### config.mk
export PLATFORM = sky130hd
export DESIGN_NAME = cod_decoder
export DESIGN_NICKNAME = d
export VERILOG_FILES = /design/src/rtl/cod_pkg.sv /design/src/rtl/cod_decoder.sv
export SDC_FILE = /design/constraint.sdc
export NUM_CORES = 1
export LEC_CHECK = 0
export BUFFER_PORTS_ARGS = -buffer_cell sky130_fd_sc_hd__buf_2
export CORE_MARGIN = 4
export CORE_UTILIZATION = 61
export CTS_BUF_LIST = sky130_fd_sc_hd__clkbuf_4 sky130_fd_sc_hd__clkbuf_8 sky130_fd_sc_hd__clkbuf_16
export CTS_CLUSTER_DIAMETER = 60
export DETAILED_ROUTE_END_ITERATION = 7
export GPL_TIMING_DRIVEN = 0
export PLACE_DENSITY = 0.79
export SLEW_MARGIN = 5
export SYNTH_ARGS = -nofsm -noshare
export SYNTH_HDL_FRONTEND = slang
export SYNTH_SLANG_ARGS = --single-unit
### constraint.sdc
create_clock -name mclk -period 5.1 [get_ports mclk]
set_input_delay 0.255 -clock mclk [delete_from_list [all_inputs] [get_ports mclk]]
set_output_delay 0.255 -clock mclk [all_outputs]
set_load 0.005 [all_outputs]
### src/rtl/cod_pkg.sv
// Constants, types and register map of the operand address decoder
// Operation
// [RULE1] Four 16-bit accumulators serve as working registers selected by instructions.
// [RULE2] Only the third and fourth accumulators may act as index registers.
// [RULE3] Program counter, address latch and data latch are hidden from instructions.
// [RULE4] Sixteen-entry last-in first-out stack of 16-bit words.
// [RULE5] Sixteen flags form one register; unassigned flags stay freely settable.
// [RULE6] All arithmetic is binary two's complement on 16-bit operands.
// [RULE7] Mode zero: address is the offset, unsigned 0 to 255.
// [RULE8] Mode one: address is program counter plus sign-extended offset.
// [RULE9] Modes two and three: index accumulator plus sign-extended offset.
// [RULE10] Register-select field chooses the accumulator that supplies or receives the operand.
// [RULE11] Register-to-register class reads the mode bits as a second accumulator.
// [RULE12] Single-register class has a six-bit operation field, accumulator from mode bits; the code loads accumulator zero into the data latch.
// [RULE13] Expanded memory-reference instructions take two words; second is 16-bit displacement.
// [RULE14] Expanded non-memory instructions are single words with no displacement.
// [RULE15] Basic set of 43 in one microcode store, expanded 17 in another.
// [RULE16] The I/O unit requests the bus and transfers only after grant.
// [RULE17] Bus transfers run independently of arithmetic and register activity.
// [RULE18] Bus control arbitrates all requesters and grants by priority.
// [RULE19] A grant lasts one bus cycle, only with no higher request pending.
// [RULE20] Offset in the low byte; mode, register and operation fields above.
// [RULE21] Operand address arithmetic wraps modulo 65536.
package cod_pkg;
  // ----------------------------------------------------------------
  // Register offsets (byte addresses)
  // ----------------------------------------------------------------
  localparam logic [7:0] OFF_ACC0 = 8'h00;
  localparam logic [7:0] OFF_ACC3 = 8'h0C;
  localparam logic [7:0] OFF_FLAGS = 8'h10;
  localparam logic [7:0] OFF_INSTR = 8'h14;
  localparam logic [7:0] OFF_DISP = 8'h18;
  localparam logic [7:0] OFF_CTRL = 8'h1C;
  localparam logic [7:0] OFF_ADDR = 8'h20;
  localparam logic [7:0] OFF_STATUS = 8'h24;
  localparam logic [7:0] OFF_STACK = 8'h28;
  localparam logic [7:0] OFF_PC = 8'h2C;
  localparam logic [7:0] OFF_DATA = 8'h30;
  localparam logic [7:0] OFF_IOREQ = 8'h34;
  // ----------------------------------------------------------------
  // Instruction field positions and set sizes
  // ----------------------------------------------------------------
  localparam int DISP_LSB = 0;
  localparam int MODE_LSB = 8;
  localparam int REG_LSB = 10;
  localparam int OP_LSB = 12;
  localparam int BASIC_COUNT = 43;
  localparam int EXP_COUNT = 17;
  localparam int STACK_DEPTH = 16;
  // ----------------------------------------------------------------
  // Reset values and bus answers
  // ----------------------------------------------------------------
  localparam logic [15:0] RST_WORD = 16'h0000;
  localparam logic [1:0] RESP_OKAY = 2'h0;
  localparam logic [1:0] RESP_SLVERR = 2'h2;
  typedef enum logic [1:0] {CLS_MEMREF, CLS_REGREG, CLS_SINGLE, CLS_MISC} cod_cls_t;
  typedef struct packed {
    cod_cls_t cls;
    logic [5:0] opField;
    logic [1:0] regSel;
    logic [1:0] modeSel;
    logic [7:0] disp;
  } cod_dec_t;
endpackage : cod_pkg

### src/rtl/cod_decoder.sv
// Operand address decoder with register file, stack, flags and bus arbiter
module cod_decoder import cod_pkg::*; #(
  parameter int NREQ = 4 // External bus requesters
) (
  input wire logic mclk, // 125 MHz clock
  input wire logic rst_b, // Synchronous reset, low
  input wire logic [7:0] s_axi_awaddr, // Write address
  input wire logic s_axi_awvalid, // Write address valid
  output logic s_axi_awready, // Write address ready
  input wire logic [31:0] s_axi_wdata, // Write data
  input wire logic [3:0] s_axi_wstrb, // Byte enables
  input wire logic s_axi_wvalid, // Write data valid
  output logic s_axi_wready, // Write data ready
  output logic [1:0] s_axi_bresp, // Write response
  output logic s_axi_bvalid, // Write response valid
  input wire logic s_axi_bready, // Write response ready
  input wire logic [7:0] s_axi_araddr, // Read address
  input wire logic s_axi_arvalid, // Read address valid
  output logic s_axi_arready, // Read address ready
  output logic [31:0] s_axi_rdata, // Read data
  output logic [1:0] s_axi_rresp, // Read response
  output logic s_axi_rvalid, // Read data valid
  input wire logic s_axi_rready, // Read data ready
  input wire logic [NREQ-1:0] busReqExt, // Other bus requesters
  output logic [NREQ-1:0] busGrantExt, // Their one-cycle grants
  output logic sysStrobe, // Own bus cycle
  output logic sysWrite, // Own cycle is a write
  output logic [15:0] sysAddr, // Own cycle address
  output logic [15:0] sysWdata, // Own cycle write data
  input wire logic [15:0] sysRdata // Read data during own cycle
);
  // ----------------------------------------------------------------
  // State
  // ----------------------------------------------------------------
  logic [15:0] acc [4];
  logic [15:0] next_acc [4];
  logic [15:0] flags, next_flags;
  logic [15:0] pc, next_pc;
  logic [15:0] memAddrLatch, next_memAddrLatch;
  logic [15:0] memDataLatch, next_memDataLatch;
  cod_dec_t dec, next_dec;
  logic [5:0] entry, next_entry;
  logic expSel, next_expSel;
  logic waitDisp, next_waitDisp;
  logic illegal, next_illegal;
  logic [15:0] stackMem [STACK_DEPTH];
  logic [4:0] depth, next_depth;
  logic push, pop;
  logic [15:0] pushData;
  logic ioReq, next_ioReq, ioWrite, next_ioWrite;
  logic [NREQ:0] grantQ, next_grant;
  logic next_sysStrobe, next_sysWrite;
  logic [15:0] next_sysAddr, next_sysWdata;
  logic awHeld, next_awHeld, wHeld, next_wHeld;
  logic [7:0] awAddrQ, next_awAddrQ;
  logic [31:0] wDataQ, next_wDataQ;
  logic [3:0] wStrbQ, next_wStrbQ;
  logic bvalidQ, next_bvalid, rvalidQ, next_rvalid;
  logic [1:0] brespQ, next_bresp, rrespQ, next_rresp;
  logic [31:0] rdataQ, next_rdata;
  logic doWrite, doRead, instrWr;
  logic [15:0] wordQ;
  logic [NREQ:0] reqVec;

  // ----------------------------------------------------------------
  // Helpers
  // ----------------------------------------------------------------
  // Byte-lane merge for the 16-bit registers; upper lanes are ignored
  function automatic logic [15:0] mergeBytes(input logic [15:0] old, input logic [31:0] d,
                                             input logic [3:0] s);
    logic [15:0] r;
    r = old;
    if (s[0]) r[7:0] = d[7:0];
    if (s[1]) r[15:8] = d[15:8];
    return r;
  endfunction : mergeBytes

  // Wrapping two's-complement address former, shared by both sets
  function automatic logic [15:0] formAddr(input logic [1:0] mode, input logic [15:0] d,
                                           input logic [15:0] p, input logic [15:0] ix2,
                                           input logic [15:0] ix3);
    logic [15:0] r;
    unique case (mode)
      2'd0: r = d; // RULE7
      2'd1: r = 16'(p + d); // RULE8 RULE6 RULE21
      2'd2: r = 16'(ix2 + d); // RULE9 RULE2 RULE21
      2'd3: r = 16'(ix3 + d); // RULE9 RULE2 RULE21
    endcase
    return r;
  endfunction : formAddr

  // Field split and class of one instruction word
  function automatic cod_dec_t splitWord(input logic [15:0] w);
    cod_dec_t r;
    r.disp = w[DISP_LSB +: 8]; // RULE20
    r.modeSel = w[MODE_LSB +: 2]; // RULE20
    r.regSel = w[REG_LSB +: 2]; // RULE20
    r.opField = {2'b00, w[OP_LSB +: 4]};
    if (w[OP_LSB +: 4] != 4'h0) begin
      r.cls = CLS_MEMREF;
    end else if (w[REG_LSB +: 2] == 2'b00) begin
      r.cls = CLS_SINGLE; // RULE12
      r.opField = w[REG_LSB +: 6]; // RULE12
    end else if (w[REG_LSB +: 2] == 2'b01) begin
      r.cls = CLS_REGREG; // RULE11
    end else begin
      r.cls = CLS_MISC;
    end
    return r;
  endfunction : splitWord

  // Microcode entry in the selected store; out of range marks illegal
  function automatic logic [6:0] storeEntry(input logic [15:0] w, input logic ex);
    logic [5:0] e;
    logic bad;
    e = ex ? {1'b0, w[15:11]} : w[15:10];
    bad = ex ? (e >= 6'(EXP_COUNT)) : (e >= 6'(BASIC_COUNT)); // RULE15
    return {bad, e};
  endfunction : storeEntry

  // ----------------------------------------------------------------
  // Bus slave handshakes
  // ----------------------------------------------------------------
  assign s_axi_awready = !awHeld && !bvalidQ;
  assign s_axi_wready = !wHeld && !bvalidQ;
  assign s_axi_arready = !rvalidQ;
  assign s_axi_bvalid = bvalidQ;
  assign s_axi_bresp = brespQ;
  assign s_axi_rvalid = rvalidQ;
  assign s_axi_rresp = rrespQ;
  assign s_axi_rdata = rdataQ;
  assign doWrite = awHeld && wHeld && !bvalidQ;
  assign doRead = s_axi_arvalid && !rvalidQ;
  assign wordQ = wDataQ[15:0];
  assign instrWr = doWrite && (awAddrQ == OFF_INSTR);
  assign busGrantExt = grantQ[NREQ:1];
  assign reqVec = {busReqExt, ioReq};

  // ----------------------------------------------------------------
  // Next-state logic
  // ----------------------------------------------------------------
  // Bus cycles use their own latches so a pending transfer never holds
  // up decode or accumulator updates
  always_comb begin
    cod_dec_t d;
    logic [6:0] ent;
    logic [15:0] dispX;
    logic found;
    d = splitWord(wordQ);
    ent = storeEntry(wordQ, expSel);
    dispX = 16'h0000;
    found = 1'b0;
    for (int i = 0; i < 4; i++) next_acc[i] = acc[i];
    next_flags = flags;
    next_pc = pc;
    next_memAddrLatch = memAddrLatch;
    next_memDataLatch = memDataLatch;
    next_dec = dec;
    next_entry = entry;
    next_expSel = expSel;
    next_waitDisp = waitDisp;
    next_illegal = illegal;
    next_depth = depth;
    push = 1'b0;
    pop = 1'b0;
    pushData = wordQ;
    next_ioReq = ioReq;
    next_ioWrite = ioWrite;
    next_awHeld = awHeld;
    next_awAddrQ = awAddrQ;
    next_wHeld = wHeld;
    next_wDataQ = wDataQ;
    next_wStrbQ = wStrbQ;
    next_bvalid = bvalidQ;
    next_bresp = brespQ;
    next_rvalid = rvalidQ;
    next_rresp = rrespQ;
    next_rdata = rdataQ;
    // Arbiter: lowest index wins, each grant lasts one cycle
    next_grant = '0;
    for (int i = 0; i <= NREQ; i++) begin
      if (reqVec[i] && !found) begin
        next_grant[i] = 1'b1; // RULE18 RULE19
        found = 1'b1;
      end
    end
    next_sysStrobe = next_grant[0]; // RULE16
    next_sysWrite = ioWrite;
    next_sysAddr = memAddrLatch;
    next_sysWdata = memDataLatch;
    if (next_grant[0]) next_ioReq = 1'b0;
    // Read data of an own cycle returns to the data latch
    if (sysStrobe && !sysWrite) next_memDataLatch = sysRdata; // RULE17
    // Write channel capture
    if (s_axi_awvalid && s_axi_awready) begin
      next_awHeld = 1'b1;
      next_awAddrQ = s_axi_awaddr;
    end
    if (s_axi_wvalid && s_axi_wready) begin
      next_wHeld = 1'b1;
      next_wDataQ = s_axi_wdata;
      next_wStrbQ = s_axi_wstrb;
    end
    if (bvalidQ && s_axi_bready) next_bvalid = 1'b0;
    if (rvalidQ && s_axi_rready) next_rvalid = 1'b0;
    if (doWrite) begin
      next_awHeld = 1'b0;
      next_wHeld = 1'b0;
      next_bvalid = 1'b1;
      next_bresp = RESP_OKAY;
      if (awAddrQ <= OFF_ACC3 && awAddrQ[1:0] == 2'b00) begin
        next_acc[awAddrQ[3:2]] = mergeBytes(acc[awAddrQ[3:2]], wDataQ, wStrbQ); // RULE1
      end else if (awAddrQ == OFF_FLAGS) begin
        next_flags = mergeBytes(flags, wDataQ, wStrbQ); // RULE5
      end else if (awAddrQ == OFF_INSTR) begin
        // Whole word only; the instruction pointer moves past it
        next_dec = d;
        next_entry = ent[5:0];
        next_illegal = ent[6];
        next_pc = 16'(pc + 16'h0001); // RULE21
        next_memDataLatch = acc[d.regSel]; // RULE10
        if (d.cls == CLS_MEMREF && expSel) begin
          next_waitDisp = 1'b1; // RULE13
        end else begin
          next_waitDisp = 1'b0; // RULE14
          if (d.cls == CLS_MEMREF) begin
            dispX = (d.modeSel == 2'd0) ? {8'h00, d.disp} : {{8{d.disp[7]}}, d.disp};
            next_memAddrLatch = formAddr(d.modeSel, dispX, pc, acc[2], acc[3]); // RULE7
          end
        end
      end else if (awAddrQ == OFF_DISP) begin
        // Second word only counts while one is awaited
        if (waitDisp) begin
          next_waitDisp = 1'b0;
          next_pc = 16'(pc + 16'h0001);
          next_memAddrLatch = formAddr(dec.modeSel, wordQ, pc, acc[2], acc[3]); // RULE13
        end
      end else if (awAddrQ == OFF_CTRL) begin
        if (wStrbQ[0]) next_expSel = wDataQ[0];
      end else if (awAddrQ == OFF_STACK) begin
        push = 1'b1; // RULE4
      end else if (awAddrQ == OFF_IOREQ) begin
        if (wStrbQ[0] && wDataQ[0]) begin
          next_ioReq = 1'b1; // RULE16
          next_ioWrite = wDataQ[1];
        end
      end else if (awAddrQ == OFF_PC || awAddrQ == OFF_ADDR || awAddrQ == OFF_DATA ||
                   awAddrQ == OFF_STATUS) begin
        next_bresp = RESP_OKAY; // RULE3
      end else begin
        next_bresp = RESP_SLVERR;
      end
    end
    if (doRead) begin
      next_rvalid = 1'b1;
      next_rresp = RESP_OKAY;
      next_rdata = 32'h0000_0000;
      if (s_axi_araddr <= OFF_ACC3 && s_axi_araddr[1:0] == 2'b00) begin
        next_rdata[15:0] = acc[s_axi_araddr[3:2]];
      end else begin
        unique case (s_axi_araddr)
          OFF_FLAGS: next_rdata[15:0] = flags;
          OFF_CTRL: next_rdata[0] = expSel;
          OFF_ADDR: next_rdata[15:0] = memAddrLatch;
          OFF_PC: next_rdata[15:0] = pc;
          OFF_DATA: next_rdata[15:0] = memDataLatch;
          OFF_IOREQ: next_rdata[1:0] = {ioWrite, ioReq};
          OFF_STATUS: next_rdata = {11'h000, depth, 2'b00, illegal, waitDisp, dec.modeSel,
                                    dec.regSel, dec.cls, entry};
          OFF_STACK: begin
            if (depth != 5'd0) begin
              next_rdata[15:0] = stackMem[4'(depth - 5'd1)];
              pop = 1'b1; // RULE4
            end
          end
          OFF_INSTR, OFF_DISP: next_rdata = 32'h0000_0000;
          default: next_rresp = RESP_SLVERR;
        endcase
      end
    end
    // Push on a full stack is dropped; a pop and push together swap the top
    if (push && pop) begin
      next_depth = depth;
    end else if (push && depth != 5'(STACK_DEPTH)) begin
      next_depth = 5'(depth + 5'd1);
    end else if (pop) begin
      next_depth = 5'(depth - 5'd1);
    end else begin
      push = 1'b0;
    end
  end

  // ----------------------------------------------------------------
  // Registers
  // ----------------------------------------------------------------
  always_ff @(posedge mclk) begin
    if (!rst_b) begin
      for (int i = 0; i < 4; i++) acc[i] <= RST_WORD;
      flags <= RST_WORD;
      pc <= RST_WORD;
      memAddrLatch <= RST_WORD;
      memDataLatch <= RST_WORD;
      dec <= '0;
      entry <= '0;
      expSel <= 1'b0;
      waitDisp <= 1'b0;
      illegal <= 1'b0;
      depth <= '0;
      ioReq <= 1'b0;
      ioWrite <= 1'b0;
      grantQ <= '0;
      sysStrobe <= 1'b0;
      sysWrite <= 1'b0;
      sysAddr <= RST_WORD;
      sysWdata <= RST_WORD;
      awHeld <= 1'b0;
      awAddrQ <= '0;
      wHeld <= 1'b0;
      wDataQ <= '0;
      wStrbQ <= '0;
      bvalidQ <= 1'b0;
      brespQ <= RESP_OKAY;
      rvalidQ <= 1'b0;
      rrespQ <= RESP_OKAY;
      rdataQ <= '0;
    end else begin
      for (int i = 0; i < 4; i++) acc[i] <= next_acc[i];
      flags <= next_flags;
      pc <= next_pc;
      memAddrLatch <= next_memAddrLatch;
      memDataLatch <= next_memDataLatch;
      dec <= next_dec;
      entry <= next_entry;
      expSel <= next_expSel;
      waitDisp <= next_waitDisp;
      illegal <= next_illegal;
      depth <= next_depth;
      ioReq <= next_ioReq;
      ioWrite <= next_ioWrite;
      grantQ <= next_grant;
      sysStrobe <= next_sysStrobe;
      sysWrite <= next_sysWrite;
      sysAddr <= next_sysAddr;
      sysWdata <= next_sysWdata;
      awHeld <= next_awHeld;
      awAddrQ <= next_awAddrQ;
      wHeld <= next_wHeld;
      wDataQ <= next_wDataQ;
      wStrbQ <= next_wStrbQ;
      bvalidQ <= next_bvalid;
      brespQ <= next_bresp;
      rvalidQ <= next_rvalid;
      rrespQ <= next_rresp;
      rdataQ <= next_rdata;
    end
  end

  // Stack storage; no reset needed, depth guards every read
  always_ff @(posedge mclk) begin
    if (push) stackMem[4'(pop ? depth - 5'd1 : depth)] <= pushData; // RULE4
  end
endmodule : cod_decoder

; ---- Yosys cells after proc, flatten, opt, wreduce, memory -nomap -nowiden
; Memory sizes are Yosys's and may differ from the RTL's. A register that Yosys moved wholly into a read port is not among the register bits.
; Index checks and enable logic that the tools add are counted.
[word_totals]
regBits = 191
ramBits = 320
input_bits = 79
elab_cells = 250
mem_count = 2
[op_classes]
addsub = 9
magnitude_cmp = 6
eq_ne = 30
mux = 102
bitwise = 13
reduce_logical = 57
[memory_table]
columns = name, words, word_bits, rd, rd_ports_with_merged_regs, wr, line_no
row1 = stackMem, 16, 16, 1, 0, 1, cod_decoder.sv:46  ; logic [15:0] stackMem [STACK_DEPTH];
row2 = acc, 4, 16, 7, 2, 4, cod_decoder.sv:35  ; logic [15:0] acc [4];
[ops]
columns = operator, count
row1 = $mux W16, 22
row2 = $mux W64, 2
row3 = $pmux W16 S4, 2
row4 = $add A16 B16 Y16, 6
row5 = $eq A8 B6 Y1 const B, 12
row6 = $pmux W14 S6, 1
row7 = $bwmux W64, 1
row8 = $eq A8 B5 Y1 const B, 8
row9 = $mux W8, 6
row10 = $mux W1, 44
row11 = $mux W2, 17
row12 = $demux W16 S2, 1
row13 = $logic_and A1 B1 Y1, 21
row14 = $add A16 B1 Y16 const B, 1
row15 = $le A8 B4 Y1 const B, 2
row16 = $reduce_and A4 Y1, 4
row17 = $mux W5, 3
row18 = $reduce_and A7 Y1, 2
row19 = $logic_not A2 Y1, 6
row20 = $reduce_bool A2 Y1, 5
row21 = $reduce_or A10 Y1, 1
row22 = $logic_not A1 Y1, 9
row23 = $reduce_and A9 Y1, 1
row24 = $eq A2 B2 Y1 const B, 4
row25 = 22 further kinds, 36

; ---- Logic depth before layout (Yosys ltp)
[logic_depth]
ltp_word = 13
mapped_depth = 14

; ---- Worst setup path before layout
; Ideal clock, no wire load.
[synth_timing]
path_kind = reg-to-reg
startpoint = reg depth[0]
endpoint = mem stackMem[10][0], enable pin
setup_ns = 0.388
arrival_time_ns = 3.643
required_time_ns = 4.712
slack_ns = 1.068
stages_incl_launch_ff = 12
n_path_buf = 4
period_less_slack_ns = 4.032
path_cell_list = dfxtp_1 > buf_2 > buf_2 > clkbuf_1 > inv_1 > ha_1 > a311o_1 > nor4_2 > clkbuf_1 > and3_1 > o21ai_0 > nor2_1
[synth_between]
elab_chain_cells = 10
elab_cells_between_ends = 15
cone_classes = 1 x add/sub / 1 x eq/ne / 10 x mux / 3 x reduce/logical
[synth_lines]
columns = element, line_no
row1 = start: declaration, cod_decoder.sv:47  ; logic [4:0] depth, next_depth;
row2 = start signal: assignment, cod_decoder.sv:337  ; depth <= next_depth;
row3 = $reduce_bool A5 Y1, cod_decoder.sv:271  ; if (depth != 5'd0) begin
row4 = $mux W1, cod_decoder.sv:271
row5 = $mux W1, cod_decoder.sv:261  ; unique case (s_axi_araddr)
row6 = $mux W1, cod_decoder.sv:258  ; if (s_axi_araddr <= OFF_ACC3 && s_axi_araddr[1:0] == 2'b00) begin
row7 = $mux W1, cod_decoder.sv:254  ; if (doRead) begin
row8 = $mux W1, cod_decoder.sv:286  ; end else if (pop) begin
row9 = $mux W1, cod_decoder.sv:284  ; end else if (push && depth != 5'(STACK_DEPTH)) begin
row10 = $mux W1, cod_decoder.sv:282  ; if (push && pop) begin
row11 = $mux W1 (2 in a row), cod_decoder.sv:360  ; if (push) stackMem[4'(pop ? depth - 5'd1 : depth)] <= pushData;
row12 = end: declaration, cod_decoder.sv:46
; Several ways; a longest one is shown, not always the timed one. The select of a mux whose other input is x is not followed.

; ---- Worst setup path in the final report
[layout_timing]
startpoint = reg depth[0]
endpoint = mem stackMem[0][11], enable pin
; Same word-level chain as after synthesis.

==> impl_metrics.toml <==
[run_status]
status = "complete, no violations"

[die]
initial_utilization = 0.6160
io_pins = 158
die_w_um = 202.6
die_area_sq_um = 41030
die_h_um = 202.6
core_sq_um = 37490
placementRows = 71

[route]
num_vias = 18300
wl_per_cell_um = 28.69
finalWirelength_mm = 77.76
avgViaCountPerCell = 6.752
drc = 0
antenna_left = 0
first_iter_violations = 2648
first_pass_iters = 5

[clocking]
clkTransAtPathRegs_ns = 0.06
cts_max_path_buffers = 3
post-cts-setup-buffer-count = 0
h-tree-depth = 2
cts_made_buffers = 51
clkSinkCount = 501
cts_root_buf = "clkbuf_16"
clock_latency_ns = 0.61
cts_tree = "built"

[yosys]
synth_top_area_frac = 0.3329
synthAdderAreaFrac = 0.02178
synth_cells = 1910
synth_area_leaders = "edfxtp_1, dfxtp_1, mux4_2"
muxShareOfSynthArea = 0.1734
synth_compound_gate_area_share = 0.1084
netlist_area_sq_um = 23090
synth_cell_types = 69
synthSimpleGateAreaFrac = 0.1043
synth_edf_count = 256
seq_area_frac_synth = 0.5453
ys.flop_type = "edfxtp_1"
synth_top_family_by_area = "multiplexers"
ys_ff_latch = 501
synth-xor-area-share = 0.01777
synth_warnings = 0
yosys.area.top_type = "edfxtp_1"
avgSynthCellArea_sq_um = 12.09
async_flop_share = 0

[final_layout]
final_area_sq_um = 26890
layout_common_cells = "edfxtp_1, dfxtp_1, nor2_1"
layout_commonest_cell = "edfxtp_1"
multiInputGateArea_sq_um = 9928
seq_area_sq_um = 12590
area.growth.synth_to_final_pct = 16.45
final_layout_size_suffix_gt1_frac = 0.1994
regMostFlops = "stackMem"
final_nets = 2273
fillers = 2537
instances_no_fill = 2710
largest_reg_flops = 256

[hold_path]
min_path_type = "input pin to flip-flop"
min_from = "sysRdata[3]"

[grt]
grt_pass1_vias = 17330
grt_max_degree = 26
grt-ovfl-total = 0
antenna_found_initial = 0
track_usage = 0.3732
grt_pass1_wl_mm = 113.3

[setup_path]
crit_required_ns = 5.40
slowest_delay_ns = 0.56
crit_start = "depth[0]"
critPathSlowestCell = "nor2_2"
startpoint_type = "flip-flop"
worst_path_most_repeated_cell = "buf_2"
crit_path_max_fanout = 10
endpoint_kind = "flip-flop"
arrival_ns = 5.15
r2r-start = "depth[0]"
path_cells = "buf_2 -> buf_2 -> clkbuf_2 -> inv_1 -> ha_1 -> a311o_1 -> nor4_2 -> clkbuf_1 -> nand3_1 -> o21ai_0 -> nand2_1 -> nor2_2 -> buf_8"
critPathKind = "flip-flop to flip-flop"

[pwr]
leakagePower_nw = 9.528
power_density_nw_per_um2 = 327.2
ir_drop_uv = 255.2

[sta]
setup-tns-final_ns = 0
fmax_mhz = 206.3
skew_ns = 0.03489
slew_headroom = 0.09360
slew_violations = 0
hold_viol = 0
whs_ns = 0.01643
worst_pin_slew_ns = 1.358
rsz0062_at_grt = "false"
layout_min_cycle_time_ns = 4.847
period_share = 0.9505
finalSetupViolations = 0

[flow_run]
maxCapViolations = 0

[placed_design]
dp_cells = 2573
dpl.hpwl_mm = 54.43
portBuffers = 124
placedInstanceArea_sq_um = 24730
gp_congestion = 0.9922
## synth_stat cells, types with 3 or more instances
library cell,n
mux4_2,128
buf_4,15
nand2b_1,9
nand3_1,25
buf_1,17
a221oi_1,16
o22ai_1,6
edfxtp_1,256
o21a_1,4
dfxtp_1,245
a211oi_1,96
o21ai_0,59
buf_2,11
xor2_1,26
nand2_1,159
nor3_1,18
nor2_1,229
and3_1,10
a21o_1,7
a31oi_1,26
o31ai_1,3
clkbuf_1,103
nor3b_1,4
nor2b_1,9
o211ai_1,12
and2_1,39
mux2_2,17
a21oi_1,115
xnor2_1,19
nand3b_1,5
ha_1,37
inv_1,12
nor4_1,4
nand4_1,4
mux2i_1,93
nor4b_1,4
or3_1,3
a22oi_1,20
a311oi_1,4
## through the flow
step / setup WS, ns / util / total power [W]
final: 0.2527 / 0.7173 / 0.008798
after CTS: 0.08822 / 0.7170 / 0.008769
after global routing: 0.01156 / 0.7172 / 0.009036
after floorplan: 1.068 / - / 0.004740
after detailed placement: -0.06865 / 0.6596 / 0.004973
after global placement: -0.4663 / 0.6508 / 0.004955
## what timing repair did
action	in CTS	in global routing
hold buffers	40	0
endpoints found under the hold margin	42	0
gates cloned	0	0
pin swaps	0	0
setup endpoints to repair	33	190
gates resized for setup	2	3
## worst paths after layout
kind / endpoint / slack (ns) / cells past startpoint
max: stackMem[0][11] / 0.25 / 13
min: memDataLatch[3] / 0.02 / 3
max reg2reg: stackMem[0][11] / 0.25 / 13
min reg2reg: s_axi_rdata[0] / 0.45 / 2
## cell type report
type,instances,share of cell area
flip-flops and latches,501,0.4683
multi-input cells,1262,0.3692
clock buffers,80,0.05765
repair buffers,180,0.04862
well taps,511,0.02378
plain buffers,146,0.02312
clock inverters,15,0.007305
inverters,13,0.001815
diodes,2,0.0001861
## layer usage
layer	routed length (um)	global-route usage
met1	28430	0.5191
met3	11690	0.1190
met2	34240	0.5613
met5	0	0
met4	3404	0.1329
## power by group
group | switching [W] | internal [W] | total, W
Sequential | 0.0000969 | 0.00428 | 0.00437
Combinational | 0.000355 | 0.000213 | 0.000569
Clock | 0.00160 | 0.00226 | 0.00386
## critical path, delay by kind of cell (launching register included)
family | cells | cell delay, ns
AND/OR/NAND/NOR | 4 | 1.41
flip-flops | 1 | 0.34
buffers and inverters | 6 | 1.98
adder cells (fa/ha/maj) | 1 | 0.30
AO/OA/AOI/OAI | 2 | 0.48
## logic make-up (layout without fill, tap and decap cells)
group,count (synthesis),after routing
and+or+nand+nor,537,537
DFF,501,501
AOI/OAI and AO/OA,389,389
muxes,238,238
buffers and inverters,159,434
xor gates and xnor gates,46,46
adders and majority gates,39,39
other,1,15
Power figures use the tool's default switching activity.
